==> src/rtl/pmcap_pkg.sv <==
// Package for the power-management capability and turn-off handshake block
package pmcap_pkg;

  // ----------------------------------------------------------------
  // Register offsets (byte addresses)
  // ----------------------------------------------------------------
  localparam logic [11:0] PMCAP_OFS_CAP = 12'h000;
  localparam logic [11:0] PMCAP_OFS_IRQ_STAT = 12'h004;
  localparam logic [11:0] PMCAP_OFS_IRQ_MASK = 12'h008;
  localparam logic [11:0] PMCAP_OFS_CTRL = 12'h00c;

  // ----------------------------------------------------------------
  // Capability register field positions
  // ----------------------------------------------------------------
  localparam int PMCAP_DATA_LSB = 24;
  localparam int PMCAP_STATUS_BIT = 15;
  localparam int PMCAP_SCALE_LSB = 13;
  localparam int PMCAP_SEL_LSB = 9;
  localparam int PMCAP_EN_BIT = 8;
  localparam int PMCAP_STATE_LSB = 0;

  // Reset values
  localparam logic [3:0] PMCAP_SEL_RST = 4'h0;
  localparam logic PMCAP_EN_RST = 1'b0;
  localparam logic [3:0] PMCAP_MASK_RST = 4'h0;
  localparam logic [1:0] PMCAP_CTRL_RST = 2'h0;

  // Interrupt status bits
  localparam int PMCAP_IRQ_TURNOFF = 0;
  localparam int PMCAP_IRQ_WAKE = 1;
  localparam int PMCAP_IRQ_ACK_DONE = 2;
  localparam int PMCAP_IRQ_STATE = 3;

  // Control register bits
  localparam int PMCAP_CTRL_ROOT = 0;
  localparam int PMCAP_CTRL_D3COLD = 1;

  // Power state codes
  typedef enum logic [1:0] {
    PMCAP_D0 = 2'h0,
    PMCAP_D1 = 2'h1,
    PMCAP_D2 = 2'h2,
    PMCAP_D3 = 2'h3
  } pmcap_state_t;

  // APB request bundle
  typedef struct packed {
    logic psel;
    logic penable;
    logic pwrite;
    logic [11:0] paddr;
    logic [31:0] pwdata;
  } pmcap_apb_req_t;

  // Link-side message strobes
  typedef struct packed {
    logic turnoff_msg;
    logic ack_msg;
  } pmcap_link_msg_t;

endpackage

==> src/rtl/pmcap_handshake.sv <==
// Turn-off message handshake between the link and the application
`timescale 1ns/1ps
module pmcap_handshake (
  // Clock and reset
  input wire logic pclk,
  input wire logic presetn,
  // Mode
  input wire logic root_mode,
  // Link side
  input wire pmcap_pkg::pmcap_link_msg_t link_rx,
  output logic link_tx_turnoff_q,
  output logic link_tx_ack_q,
  // Application side
  input wire logic turnoff_ack_request,
  output logic turnoff_notice_pulse,
  output logic ack_seen_q
);

  logic req_prev_q;
  wire req_rise;
  wire endpoint_notice;
  wire root_notice;

  // Edge detect so a held request sends one message, not one per cycle
  assign req_rise = turnoff_ack_request & ~req_prev_q;
  assign endpoint_notice = ~root_mode & link_rx.turnoff_msg;
  assign root_notice = root_mode & link_rx.ack_msg;

  always_ff @(posedge pclk or negedge presetn) begin
    if (!presetn) begin
      req_prev_q <= 1'b0;
      link_tx_turnoff_q <= 1'b0;
      link_tx_ack_q <= 1'b0;
      turnoff_notice_pulse <= 1'b0;
      ack_seen_q <= 1'b0;
    end else begin
      req_prev_q <= turnoff_ack_request;
      link_tx_turnoff_q <= root_mode & req_rise;
      link_tx_ack_q <= ~root_mode & req_rise;
      turnoff_notice_pulse <= endpoint_notice | root_notice;
      ack_seen_q <= root_notice;
    end
  end

endmodule

==> src/rtl/pmcap_regs.sv <==
// Power-management capability register bank with APB access and turn-off handshake
// ----------------------------------------------------------------
// Notes on behaviour
// - The top byte of the capability register holds an eight-bit data value for the selected quantity.
// - The pending-event status bit is set on every wake condition whether or not wake is enabled.
// - The two-bit scale field is supplied by the function and software writes cannot change it.
// - A four-bit software selector picks which quantity the data and scale fields report.
// - A wake message leaves the block only while the wake enable bit is one.
// - The two low bits encode the power state, 00 D0, 01 D1, 10 D2, 11 D3.
// - State 11 with the auxiliary-power indication means D3-Cold, otherwise D3-Hot.
// - An endpoint raises its turn-off notice when a turn-off message arrives.
// - In an endpoint the turn-off notice is high for exactly one clock per message.
// - A root port sends a turn-off message when the acknowledge request input rises.
// ----------------------------------------------------------------
`timescale 1ns/1ps
module pmcap_regs (
  // Clock and reset
  input wire logic pclk,
  input wire logic presetn,
  // APB slave
  input wire logic psel,
  input wire logic penable,
  input wire logic pwrite,
  input wire logic [11:0] paddr,
  input wire logic [31:0] pwdata,
  input wire logic [3:0] pstrb,
  output logic [31:0] prdata,
  output logic pready,
  output logic pslverr,
  // Function status inputs
  input wire logic [1:0] power_state_code,
  input wire logic aux_power_type,
  input wire logic [7:0] fn_data_value,
  input wire logic [1:0] fn_data_scale,
  input wire logic wake_condition,
  // Link side
  input wire logic link_rx_turnoff,
  input wire logic link_rx_ack,
  output logic link_tx_turnoff,
  output logic link_tx_ack,
  output logic link_tx_wake,
  // Application side
  input wire logic turnoff_ack_request,
  output logic turnoff_notice_pulse,
  output logic [3:0] data_select_out,
  output logic d3_cold,
  // Interrupt
  output logic irq
);

  // ----------------------------------------------------------------
  // Register state
  // ----------------------------------------------------------------
  logic [3:0] sel_q;
  logic wake_en_q;
  logic wake_status_q;
  logic [3:0] irq_stat_q;
  logic [3:0] irq_mask_q;
  logic [1:0] ctrl_q;
  logic [1:0] state_prev_q;
  logic wake_prev_q;
  logic wake_tx_q;
  logic d3_cold_q;
  logic irq_q;
  logic [31:0] prdata_q;
  logic pready_q;
  logic pslverr_q;
  logic [31:0] prdata_d;
  logic [3:0] irq_stat_d;

  // ----------------------------------------------------------------
  // Bus decode
  // ----------------------------------------------------------------
  function automatic logic [31:0] pmcap_merge(input logic [31:0] old_v, input logic [31:0] new_v,
                                              input logic [3:0] strb);
    logic [31:0] res;
    res = old_v;
    for (int i = 0; i < 4; i++) begin
      if (strb[i]) begin
        res[i*8 +: 8] = new_v[i*8 +: 8];
      end
    end
    return res;
  endfunction

  // Full-word compare: offsets are word aligned, so the low address bits must match too
  function automatic logic pmcap_hit(input logic [11:0] addr, input logic [11:0] ofs);
    return addr == ofs;
  endfunction

  pmcap_pkg::pmcap_apb_req_t req;
  wire setup_ph;
  wire wr_acc;
  wire sel_cap;
  wire sel_stat;
  wire sel_mask;
  wire sel_ctrl;
  wire addr_ok;
  wire [31:0] cap_word;
  wire [31:0] cap_wr;
  wire [31:0] stat_wr;
  wire [31:0] mask_wr;
  wire [31:0] ctrl_wr;
  wire wake_rise;
  wire state_change;
  wire notice;
  wire ack_seen;
  wire tx_turnoff;
  wire tx_ack;
  wire wr_cap;
  wire wr_stat;
  wire wr_mask;
  wire wr_ctrl;
  wire wake_clr;
  wire ev_turnoff;
  wire ev_wake;
  wire ev_ack;
  wire ev_state;
  wire irq_d;
  pmcap_pkg::pmcap_link_msg_t link_rx;

  assign req = '{psel: psel, penable: penable, pwrite: pwrite, paddr: paddr, pwdata: pwdata};
  // Zero-wait slave: the answer is registered in the setup cycle, so access lasts one cycle
  assign setup_ph = req.psel & ~req.penable;
  assign wr_acc = req.psel & req.penable & req.pwrite & pready_q;
  assign sel_cap = pmcap_hit(req.paddr, pmcap_pkg::PMCAP_OFS_CAP);
  assign sel_stat = pmcap_hit(req.paddr, pmcap_pkg::PMCAP_OFS_IRQ_STAT);
  assign sel_mask = pmcap_hit(req.paddr, pmcap_pkg::PMCAP_OFS_IRQ_MASK);
  assign sel_ctrl = pmcap_hit(req.paddr, pmcap_pkg::PMCAP_OFS_CTRL);
  assign addr_ok = sel_cap | sel_stat | sel_mask | sel_ctrl;

  // Write strobes per register, true only at the edge that completes the access
  assign wr_cap = wr_acc & sel_cap;
  assign wr_stat = wr_acc & sel_stat;
  assign wr_mask = wr_acc & sel_mask;
  assign wr_ctrl = wr_acc & sel_ctrl;

  // ----------------------------------------------------------------
  // Capability word
  // ----------------------------------------------------------------
  assign cap_word = {fn_data_value,
                     1'b0, 7'h00,
                     wake_status_q,
                     fn_data_scale,
                     sel_q,
                     wake_en_q,
                     6'h00,
                     power_state_code};

  assign cap_wr = pmcap_merge(cap_word, req.pwdata, pstrb);
  assign stat_wr = pmcap_merge(32'h0000_0000, req.pwdata, pstrb);
  assign mask_wr = pmcap_merge({28'h0000000, irq_mask_q}, req.pwdata, pstrb);
  assign ctrl_wr = pmcap_merge({30'h00000000, ctrl_q}, req.pwdata, pstrb);

  always_comb begin
    prdata_d = 32'h0000_0000;
    if (sel_cap) begin
      prdata_d = cap_word;
    end else if (sel_stat) begin
      prdata_d = {28'h0000000, irq_stat_q};
    end else if (sel_mask) begin
      prdata_d = {28'h0000000, irq_mask_q};
    end else if (sel_ctrl) begin
      prdata_d = {30'h00000000, ctrl_q};
    end
  end

  // ----------------------------------------------------------------
  // Events
  // ----------------------------------------------------------------
  assign wake_rise = wake_condition & ~wake_prev_q;
  assign state_change = (power_state_code != state_prev_q);
  assign link_rx = '{turnoff_msg: link_rx_turnoff, ack_msg: link_rx_ack};
  assign wake_clr = wr_cap & pstrb[1] & cap_wr[pmcap_pkg::PMCAP_STATUS_BIT];
  // A root port flags the received ack on its own bit, so it must not also flag a turn-off
  assign ev_turnoff = notice & ~ack_seen;
  assign ev_wake = wake_rise;
  assign ev_ack = ack_seen;
  assign ev_state = state_change;
  assign irq_d = |(irq_stat_d & irq_mask_q);

  // Set beats clear: a new event in the write-one-to-clear cycle survives
  always_comb begin
    irq_stat_d = irq_stat_q;
    if (wr_stat) begin
      irq_stat_d = irq_stat_q & ~stat_wr[3:0];
    end
    irq_stat_d[pmcap_pkg::PMCAP_IRQ_TURNOFF] = irq_stat_d[pmcap_pkg::PMCAP_IRQ_TURNOFF] | ev_turnoff;
    irq_stat_d[pmcap_pkg::PMCAP_IRQ_WAKE] = irq_stat_d[pmcap_pkg::PMCAP_IRQ_WAKE] | ev_wake;
    irq_stat_d[pmcap_pkg::PMCAP_IRQ_ACK_DONE] = irq_stat_d[pmcap_pkg::PMCAP_IRQ_ACK_DONE] | ev_ack;
    irq_stat_d[pmcap_pkg::PMCAP_IRQ_STATE] = irq_stat_d[pmcap_pkg::PMCAP_IRQ_STATE] | ev_state;
  end

  // ----------------------------------------------------------------
  // Handshake
  // ----------------------------------------------------------------
  pmcap_handshake u_handshake (
    .pclk(pclk),
    .presetn(presetn),
    .root_mode(ctrl_q[pmcap_pkg::PMCAP_CTRL_ROOT]),
    .link_rx(link_rx),
    .link_tx_turnoff_q(tx_turnoff),
    .link_tx_ack_q(tx_ack),
    .turnoff_ack_request(turnoff_ack_request),
    .turnoff_notice_pulse(notice),
    .ack_seen_q(ack_seen)
  );

  assign link_tx_turnoff = tx_turnoff;
  assign link_tx_ack = tx_ack;
  assign turnoff_notice_pulse = notice;

  // ----------------------------------------------------------------
  // Registers
  // ----------------------------------------------------------------
  always_ff @(posedge pclk or negedge presetn) begin
    if (!presetn) begin
      sel_q <= pmcap_pkg::PMCAP_SEL_RST;
      wake_en_q <= pmcap_pkg::PMCAP_EN_RST;
    end else if (wr_cap) begin
      sel_q <= cap_wr[pmcap_pkg::PMCAP_SEL_LSB +: 4];
      wake_en_q <= cap_wr[pmcap_pkg::PMCAP_EN_BIT];
    end
  end

  always_ff @(posedge pclk or negedge presetn) begin
    if (!presetn) begin
      irq_mask_q <= pmcap_pkg::PMCAP_MASK_RST;
    end else if (wr_mask) begin
      irq_mask_q <= mask_wr[3:0];
    end
  end

  always_ff @(posedge pclk or negedge presetn) begin
    if (!presetn) begin
      ctrl_q <= pmcap_pkg::PMCAP_CTRL_RST;
    end else if (wr_ctrl) begin
      ctrl_q <= ctrl_wr[1:0];
    end
  end

  // Pending status is sticky until software writes one to it
  always_ff @(posedge pclk or negedge presetn) begin
    if (!presetn) begin
      wake_status_q <= 1'b0;
    end else if (wake_condition) begin
      wake_status_q <= 1'b1;
    end else if (wake_clr) begin
      wake_status_q <= 1'b0;
    end
  end

  always_ff @(posedge pclk or negedge presetn) begin
    if (!presetn) begin
      irq_stat_q <= 4'h0;
      irq_q <= 1'b0;
    end else begin
      irq_stat_q <= irq_stat_d;
      irq_q <= irq_d;
    end
  end

  always_ff @(posedge pclk or negedge presetn) begin
    if (!presetn) begin
      state_prev_q <= 2'h0;
      wake_prev_q <= 1'b0;
    end else begin
      state_prev_q <= power_state_code;
      wake_prev_q <= wake_condition;
    end
  end

  always_ff @(posedge pclk or negedge presetn) begin
    if (!presetn) begin
      wake_tx_q <= 1'b0;
      d3_cold_q <= 1'b0;
    end else begin
      wake_tx_q <= wake_rise & wake_en_q;
      d3_cold_q <= (power_state_code == pmcap_pkg::PMCAP_D3) & aux_power_type;
    end
  end

  always_ff @(posedge pclk or negedge presetn) begin
    if (!presetn) begin
      pready_q <= 1'b0;
      pslverr_q <= 1'b0;
    end else begin
      pready_q <= setup_ph;
      pslverr_q <= setup_ph & ~addr_ok;
    end
  end

  // Captured in the setup cycle so the word stands unchanged through the access phase
  always_ff @(posedge pclk or negedge presetn) begin
    if (!presetn) begin
      prdata_q <= 32'h0000_0000;
    end else if (setup_ph && !req.pwrite) begin
      prdata_q <= prdata_d;
    end
  end

  assign prdata = prdata_q;
  assign pready = pready_q;
  assign pslverr = pslverr_q;
  assign link_tx_wake = wake_tx_q;
  assign data_select_out = sel_q;
  assign d3_cold = d3_cold_q;
  assign irq = irq_q;

endmodule

==> config.mk <==
export PLATFORM = sky130hd
export DESIGN_NAME = pmcap_regs
export DESIGN_NICKNAME = d
export VERILOG_FILES = /design/src/rtl/pmcap_pkg.sv /design/src/rtl/pmcap_handshake.sv /design/src/rtl/pmcap_regs.sv
export SDC_FILE = /design/constraint.sdc
export NUM_CORES = 1
export LEC_CHECK = 0
export BUFFER_PORTS_ARGS = -buffer_cell sky130_fd_sc_hd__buf_2
export CAP_MARGIN = 20
export CORE_ASPECT_RATIO = 0.75
export CORE_UTILIZATION = 40
export DETAILED_ROUTE_END_ITERATION = 7
export PLACE_DENSITY = 0.72
export SYNTH_ARGS = -nofsm -noshare
export SYNTH_HDL_FRONTEND = slang
export SYNTH_SLANG_ARGS = --single-unit
==> constraint.sdc <==
create_clock -name pclk -period 3.64 [get_ports pclk]
set_input_delay 0.546 -clock pclk [delete_from_list [all_inputs] [get_ports pclk]]
set_output_delay 0.546 -clock pclk [all_outputs]
set_load 0.05 [all_outputs]
==> results of run 1 <==
==> cells in the final DEF (no fill, tap or decap), types with 3 or more instances in the layout <==
cell type  instances
buf_2             77
dfrtp_1           49
a22o_1            16
conb_1            12
nand2_1           10
mux2_2             8
clkbuf_8           6
nor2_1             5
mux2_4             4
nor4_4             3
nand2b_1           3
nor2b_1            3
and2_1             3
==> final cells by class <==
type                    instances  area, sq um
repair buffers                 79          413
multi-input cells             102          823
clock buffers                   7         86.3
flip-flops and latches         49         1230
fillers                       478         2360
inverters                       2         7.51
well taps                      72         90.1
==> per-stage QoR <==
| step | instance area (sq um) | setup slack [ps] |
|---|---|---|
| after floorplan | 2180 | 1690 |
| after global placement | 2540 | 1220 |
| after detailed placement | 2540 | 1180 |
| after CTS | 2630 | 1490 |
| after global routing | 2650 | 1350 |
| final | 2650 | 1530 |
==> worst reg2reg max path, stage by stage (launching register included) <==
cell and delay [ps]:
dfrtp_1 350, and4_1 330, nand2_1 130, nor4_4 350, mux2_2 390
==> cell usage after synthesis, drive strengths merged (2+ instances only) <==
library cell,number
dfrtp,49
a22o,16
buf,14
mux2,12
nand2,10
clkbuf,6
nor2,5
and2,3
nand2b,3
nand4,3
nor2b,3
nor4,3
a22oi,2
and3b,2
and4,2
inv,2
mux4,2
nand3,2
nand4b,2
o21ai,2
o221ai,2
o22a,2
o311ai,2
o31ai,2
xnor2,2
==> worst paths after layout <==
kind	end	cells after the start
hold / removal	u_handshake.link_tx_ack_q	1
min in group pclk	u_handshake.req_prev_q	1
setup / recovery	prdata[26]	5
hold reg to reg	u_handshake.link_tx_ack_q	1
max in group asynchronous	prdata[13]	2
setup reg to reg	data_select_out[3]	4
==> where the power goes <==
group          internal [W]  switching (W)
registers          0.000549     0.00000170
clock network      0.000151       0.000164
logic             0.0000311      0.0000754
total              0.000731       0.000241
==> cells by family after synthesis <==
group	after synthesis
flip-flops	49
AO/OA/AOI/OAI	31
XOR/XNOR	2
AND/OR/NAND/NOR	43
other	1
buffers and inverters	22
multiplexers	14
==> metal layers <==
layer,vias to the layer above,wire length (um),track usage
met5,-,0,0
met4,0,56,0.0750
met3,6,237,0.0490
met2,45,1930,0.248
met1,725,2090,0.233
li1,722,-,-
==> state kept, by name, summed over array words and instances (netlist names), 2 cells and up <==
name,cells
irq_mask_q,4
irq_stat_q,4
data_select_out,4
state_prev_q,2
prdata,20
ctrl_q,2
==> results.sh, run 1 <==
export IMPL_gp_congestion=0.864
export IMPL_syn_to_final_growth_pct=23.6
export IMPL_drc_errors=0
export IMPL_die_y_um=65.4
export IMPL_setup_viol=0
export IMPL_ir_drop_mv=0.162
export IMPL_cts_path_max_buffers=2
export IMPL_fin_total_pwr_w=0.000972
export IMPL_hold_buffers=0
export IMPL_vias=1498
export IMPL_htree_levels=2
export IMPL_antenna_cells=0
export IMPL_start_util=0.427
export IMPL_drt_total_wl_mm=4.32
export IMPL_die_area_sq_mm=0.00565
export IMPL_die_x_um=86.5
export IMPL_num_rows=22
export IMPL_yosys_register_bits=49
export IMPL_criticalPathCategory="in -> reg"
export IMPL_cp_end_kind="flop"
export IMPL_async_reset_ff_frac=1.00
export IMPL_cts_tree="done"
export IMPL_ys_seq_area_frac=0.573
export IMPL_antenna_found_initial=0
export IMPL_clk_latency_ps=290
export IMPL_fin_crit_sh=0.580
export IMPL_max_stage_delay_ps=810
export IMPL_synth_xor_area_share=0.00818
export IMPL_cp_cell_sequence="buf_2 -> nor4_4 -> nand4_4 -> nor4_4 -> a22o_1"
export IMPL_cp_top_family="simple AND/OR/NAND/NOR gates"
export IMPL_grt_total_usage=0.169
export IMPL_drv_slew=0
export IMPL_synth_edff_count=0
export IMPL_cts_buffers=5
export IMPL_finClkSkew_ps=4.06
export IMPL_postCtsSetupBuffers=0
export IMPL_vias_per_cell=4.82
export IMPL_yosys_area_top_type="dfrtp_1"
export IMPL_crit_arrival_ps=2340
export IMPL_grt_pass1_wl_mm=7.11
export IMPL_max_slew_margin=0.406
export IMPL_status="finished, final reports clean"
export IMPL_worstPathRequired_ps=3870
export IMPL_r2r_start="pready"
export IMPL_port_buffers=77
export IMPL_synth_adder_area_share=0
export IMPL_yosys_warnings=0
export IMPL_core_area_sq_mm=0.00501
export IMPL_routedWlPerCell_um=13.9
export IMPL_hold_violations=0
export IMPL_placed_cells=303
export IMPL_grt_start_max_net_pins=50
export IMPL_period_needed_ps=2110
export IMPL_final_nets=309
export IMPL_drt_initial_drc_count=50
export IMPL_tightestPinTransition_ps=885
export IMPL_power_leakage_nw=1.37
export IMPL_min_path_type="in -> async"
export IMPL_avgSynthCellArea_sq_um=13.2
export IMPL_syn_area_sq_mm=0.00214
export IMPL_crit_fanout=16
export IMPL_yosys_area_top_type_share=0.573
export IMPL_synthCells=162
export IMPL_cts_sinks=49
export IMPL_critPathBufInv=1
export IMPL_critPathLaunchType="input port"
export IMPL_worst_path_max_delay_cell="nor4_4"
export IMPL_fin_hold_ws_ps=129
export IMPL_worstSetupStartpoint="paddr[1]"
export IMPL_dp_hpwl_mm=3.20
export IMPL_synth_distinct_cells=37
export IMPL_synth_compound_area_frac=0.119
export IMPL_rsz0062_at_grt="false"
export IMPL_fin_tns_setup_ps=0
export IMPL_ios=114
export IMPL_fmax_mhz=473
export IMPL_crit_top_cell="nor4_4"
export IMPL_layout_drive_gt1_share=0.435
export IMPL_yosys_top_cells_area="dfrtp_1, a22o_1, buf_4, mux2_2, nor4_4"
export IMPL_fin_cells=311
export IMPL_fin_util=0.528
export IMPL_synth_simple_gate_area_share=0.145
export IMPL_first_global_vias=1438
export IMPL_ctsResizeCount=0
export IMPL_drt_pass1_iter_count=4
export IMPL_root_buffer="clkbuf_8"
export IMPL_synth_top_family_by_area="simple AND/OR/NAND/NOR gates"
export IMPL_maxCapViolCount=0
export IMPL_synth_area_mux_share=0.0912
export IMPL_grt_overflow_total=0
export IMPL_detail_route_antenna_nets=0
export IMPL_reg2reg_slack_ps=1990
export IMPL_path_clk_slew_ps=80
export IMPL_ys_flop_type="dfrtp_1"
export IMPL_powerDensity_mw_per_mm2=367
No activity file was read; power rests on OpenSTA's default activity.
==> run 2, diff against run 1 <==
- PLACE_DENSITY: 0.72 -> 0.74
- clock period: 3.64 -> 1.85 ns (I/O delays scaled with it)
==> run 2 against run 1 <==
The run now ends with negative hold slack left. Non-clock buffer count rose by 6. Via count increased by 3.1%. Clock power grew 150%. Sequential share of layout area decreased by 1.5 points.
==> results.sh, run 2 (synthesis results as in run 1) <==
export IMPL_grt_total_usage=0.172
export IMPL_die_y_um=65.4
export IMPL_crit_arrival_ps=1820
export IMPL_regArea_sq_mm=0.00123
export IMPL_htree_levels=2
export IMPL_worst_path_max_delay_cell="or3_4"
export IMPL_gp_congestion=0.908
export IMPL_drt_initial_drc_count=70
export IMPL_min_path_type="in -> async"
export IMPL_violations="negative hold slack"
export IMPL_layout_drive_gt1_share=0.455
export IMPL_vias=1545
export IMPL_fin_crit_sh=0.886
export IMPL_grt_pass1_wl_mm=7.36
export IMPL_grt_overflow_total=0
export IMPL_port_buffers=77
export IMPL_drv_slew=0
export IMPL_p_clk_frac=0.374
export IMPL_crit_fanout=6
export IMPL_met1_length_mm=2.15
export IMPL_tightestPinTransition_ps=638
export IMPL_route_met2_wl_mm=2.07
export IMPL_antenna_found_initial=0
export IMPL_cts_sinks=49
export IMPL_maxCapViolCount=0
export IMPL_largest_reg_flops=20
export IMPL_start_util=0.427
export IMPL_vias_per_cell=4.86
export IMPL_criticalPathCategory="reg -> reg"
export IMPL_cts_buffers=5
export IMPL_critPathBufInv=0
export IMPL_core_area_sq_mm=0.00501
export IMPL_multiInputGateArea_sq_um=823
export IMPL_max_slew_margin=0.575
export IMPL_hold_violations=1
export IMPL_p_switching_w=0.000488
export IMPL_grt_start_max_net_pins=28
export IMPL_powerDensity_mw_per_mm2=758
export IMPL_wl_met3_um=232
export IMPL_max_stage_delay_ps=400
export IMPL_ios=114
export IMPL_power_leakage_nw=1.42
export IMPL_die_area_sq_mm=0.00565
export IMPL_rsz0062_at_grt="false"
export IMPL_drt_pass1_iter_count=4
export IMPL_die_x_um=86.5
export IMPL_detail_route_antenna_nets=0
export IMPL_setup_viol=0
export IMPL_root_buffer="clkbuf_8"
export IMPL_status="finished, violations left"
export IMPL_reg2reg_slack_ps=210
export IMPL_critPathLaunchType="flop"
export IMPL_antenna_cells=0
export IMPL_ctsResizeCount=0
export IMPL_combPwrFrac=0.104
export IMPL_fin_hold_ws_ps=-9.42
export IMPL_ir_drop_mv=0.372
export IMPL_fillers=467
export IMPL_worstPathRequired_ps=2030
export IMPL_drt_total_wl_mm=4.46
export IMPL_postCtsSetupBuffers=0
export IMPL_layout_commonest_cell="buf_2"
export IMPL_cp_cell_sequence="and4_1 -> nand3_1 -> or3_4 -> mux2_4"
export IMPL_path_clk_slew_ps=90
export IMPL_finClkSkew_ps=7.61
export IMPL_dp_hpwl_mm=3.38
export IMPL_swShare=0.236
export IMPL_top_layer="met4"
export IMPL_fmax_mhz=610
export IMPL_routedWlPerCell_um=14.0
export IMPL_first_global_vias=1530
export IMPL_num_rows=22
export IMPL_cts_tree="done"
export IMPL_fin_tns_setup_ps=0
export IMPL_power_frac_seq=0.522
export IMPL_final_nets=315
export IMPL_final_cell_mix="buf_2, dfrtp_1, a22o_1"
export IMPL_cp_top_family="simple AND/OR/NAND/NOR gates"
export IMPL_intPower_w=0.00159
export IMPL_cts_path_max_buffers=2
export IMPL_hold_buffers=0
export IMPL_period_needed_ps=1640
export IMPL_fin_total_pwr_w=0.00207
export IMPL_syn_to_final_growth_pct=27.8
export IMPL_clk_latency_ps=300
export IMPL_drc_errors=0
export IMPL_cp_end_kind="flop"
==> run 2: changes by cell type in the layout (fill, tap and decap cells not counted) <==
cell | previous run | this run
dfrtp_1 | 49 | 48
dfrtp_2 | 0 | 1
buf_12 | 1 | 2
bufinv_16 | 0 | 1
buf_4 | 1 | 6
==> run 2: layer usage <==
| metal | GRT usage | up-vias |
|---|---|---|
| met5 | 0 | - |
| met4 | 0.0313 | 0 |
| met3 | 0.0389 | 2 |
| met2 | 0.273 | 50 |
| met1 | 0.243 | 757 |
| li1 | - | 736 |
==> run 2: path summary, 6_finish.rpt <==
kind                                        start                               end  cells past startpoint
max                                        pready                     irq_mask_q[1]                      4
min in group pclk             turnoff_ack_request            u_handshake.req_prev_q                      1
max in group asynchronous                 presetn  u_handshake.turnoff_notice_pulse                      2
max reg2reg                                pready                     irq_mask_q[1]                      4
min reg2reg                u_handshake.req_prev_q         u_handshake.link_tx_ack_q                      1
min                                       presetn                        prdata[30]                      1
==> run 2: area by class of cell <==
class,instances,share of cell area
Clock inverter,1,0.0110
Clock buffer,7,0.0316
Tap cell,72,0.0329
Multi-Input combinational cell,102,0.301
Inverter,2,0.00274
Sequential cell,49,0.449
Timing Repair Buffer,85,0.172
==> run 2: power by group through the flow <==
stage | clock network, W | registers, W | logic, W
global placement | 0 | 0.00110 | 0.000213
detailed placement | 0 | 0.00110 | 0.000218
global route | 0.000854 | 0.00109 | 0.000234
floorplan | 0 | 0.00112 | 0.000118
finish | 0.000776 | 0.00108 | 0.000215
CTS | 0.000807 | 0.00108 | 0.000218
==> run 2: metrics by stage <==
stage                     hold WS (ps)  setup WS (ps)  instance area [sq um]  cells  utilization
after floorplan                  -18.1           38.4                   2180    173            -
after global placement             331           53.6                   2620    310        0.523
after detailed placement           336           19.9                   2620    310        0.523
after CTS                         5.86            232                   2740    318        0.546
after global routing              31.2            100                   2740    318        0.546
final                            -9.42            210                   2740    318        0.546
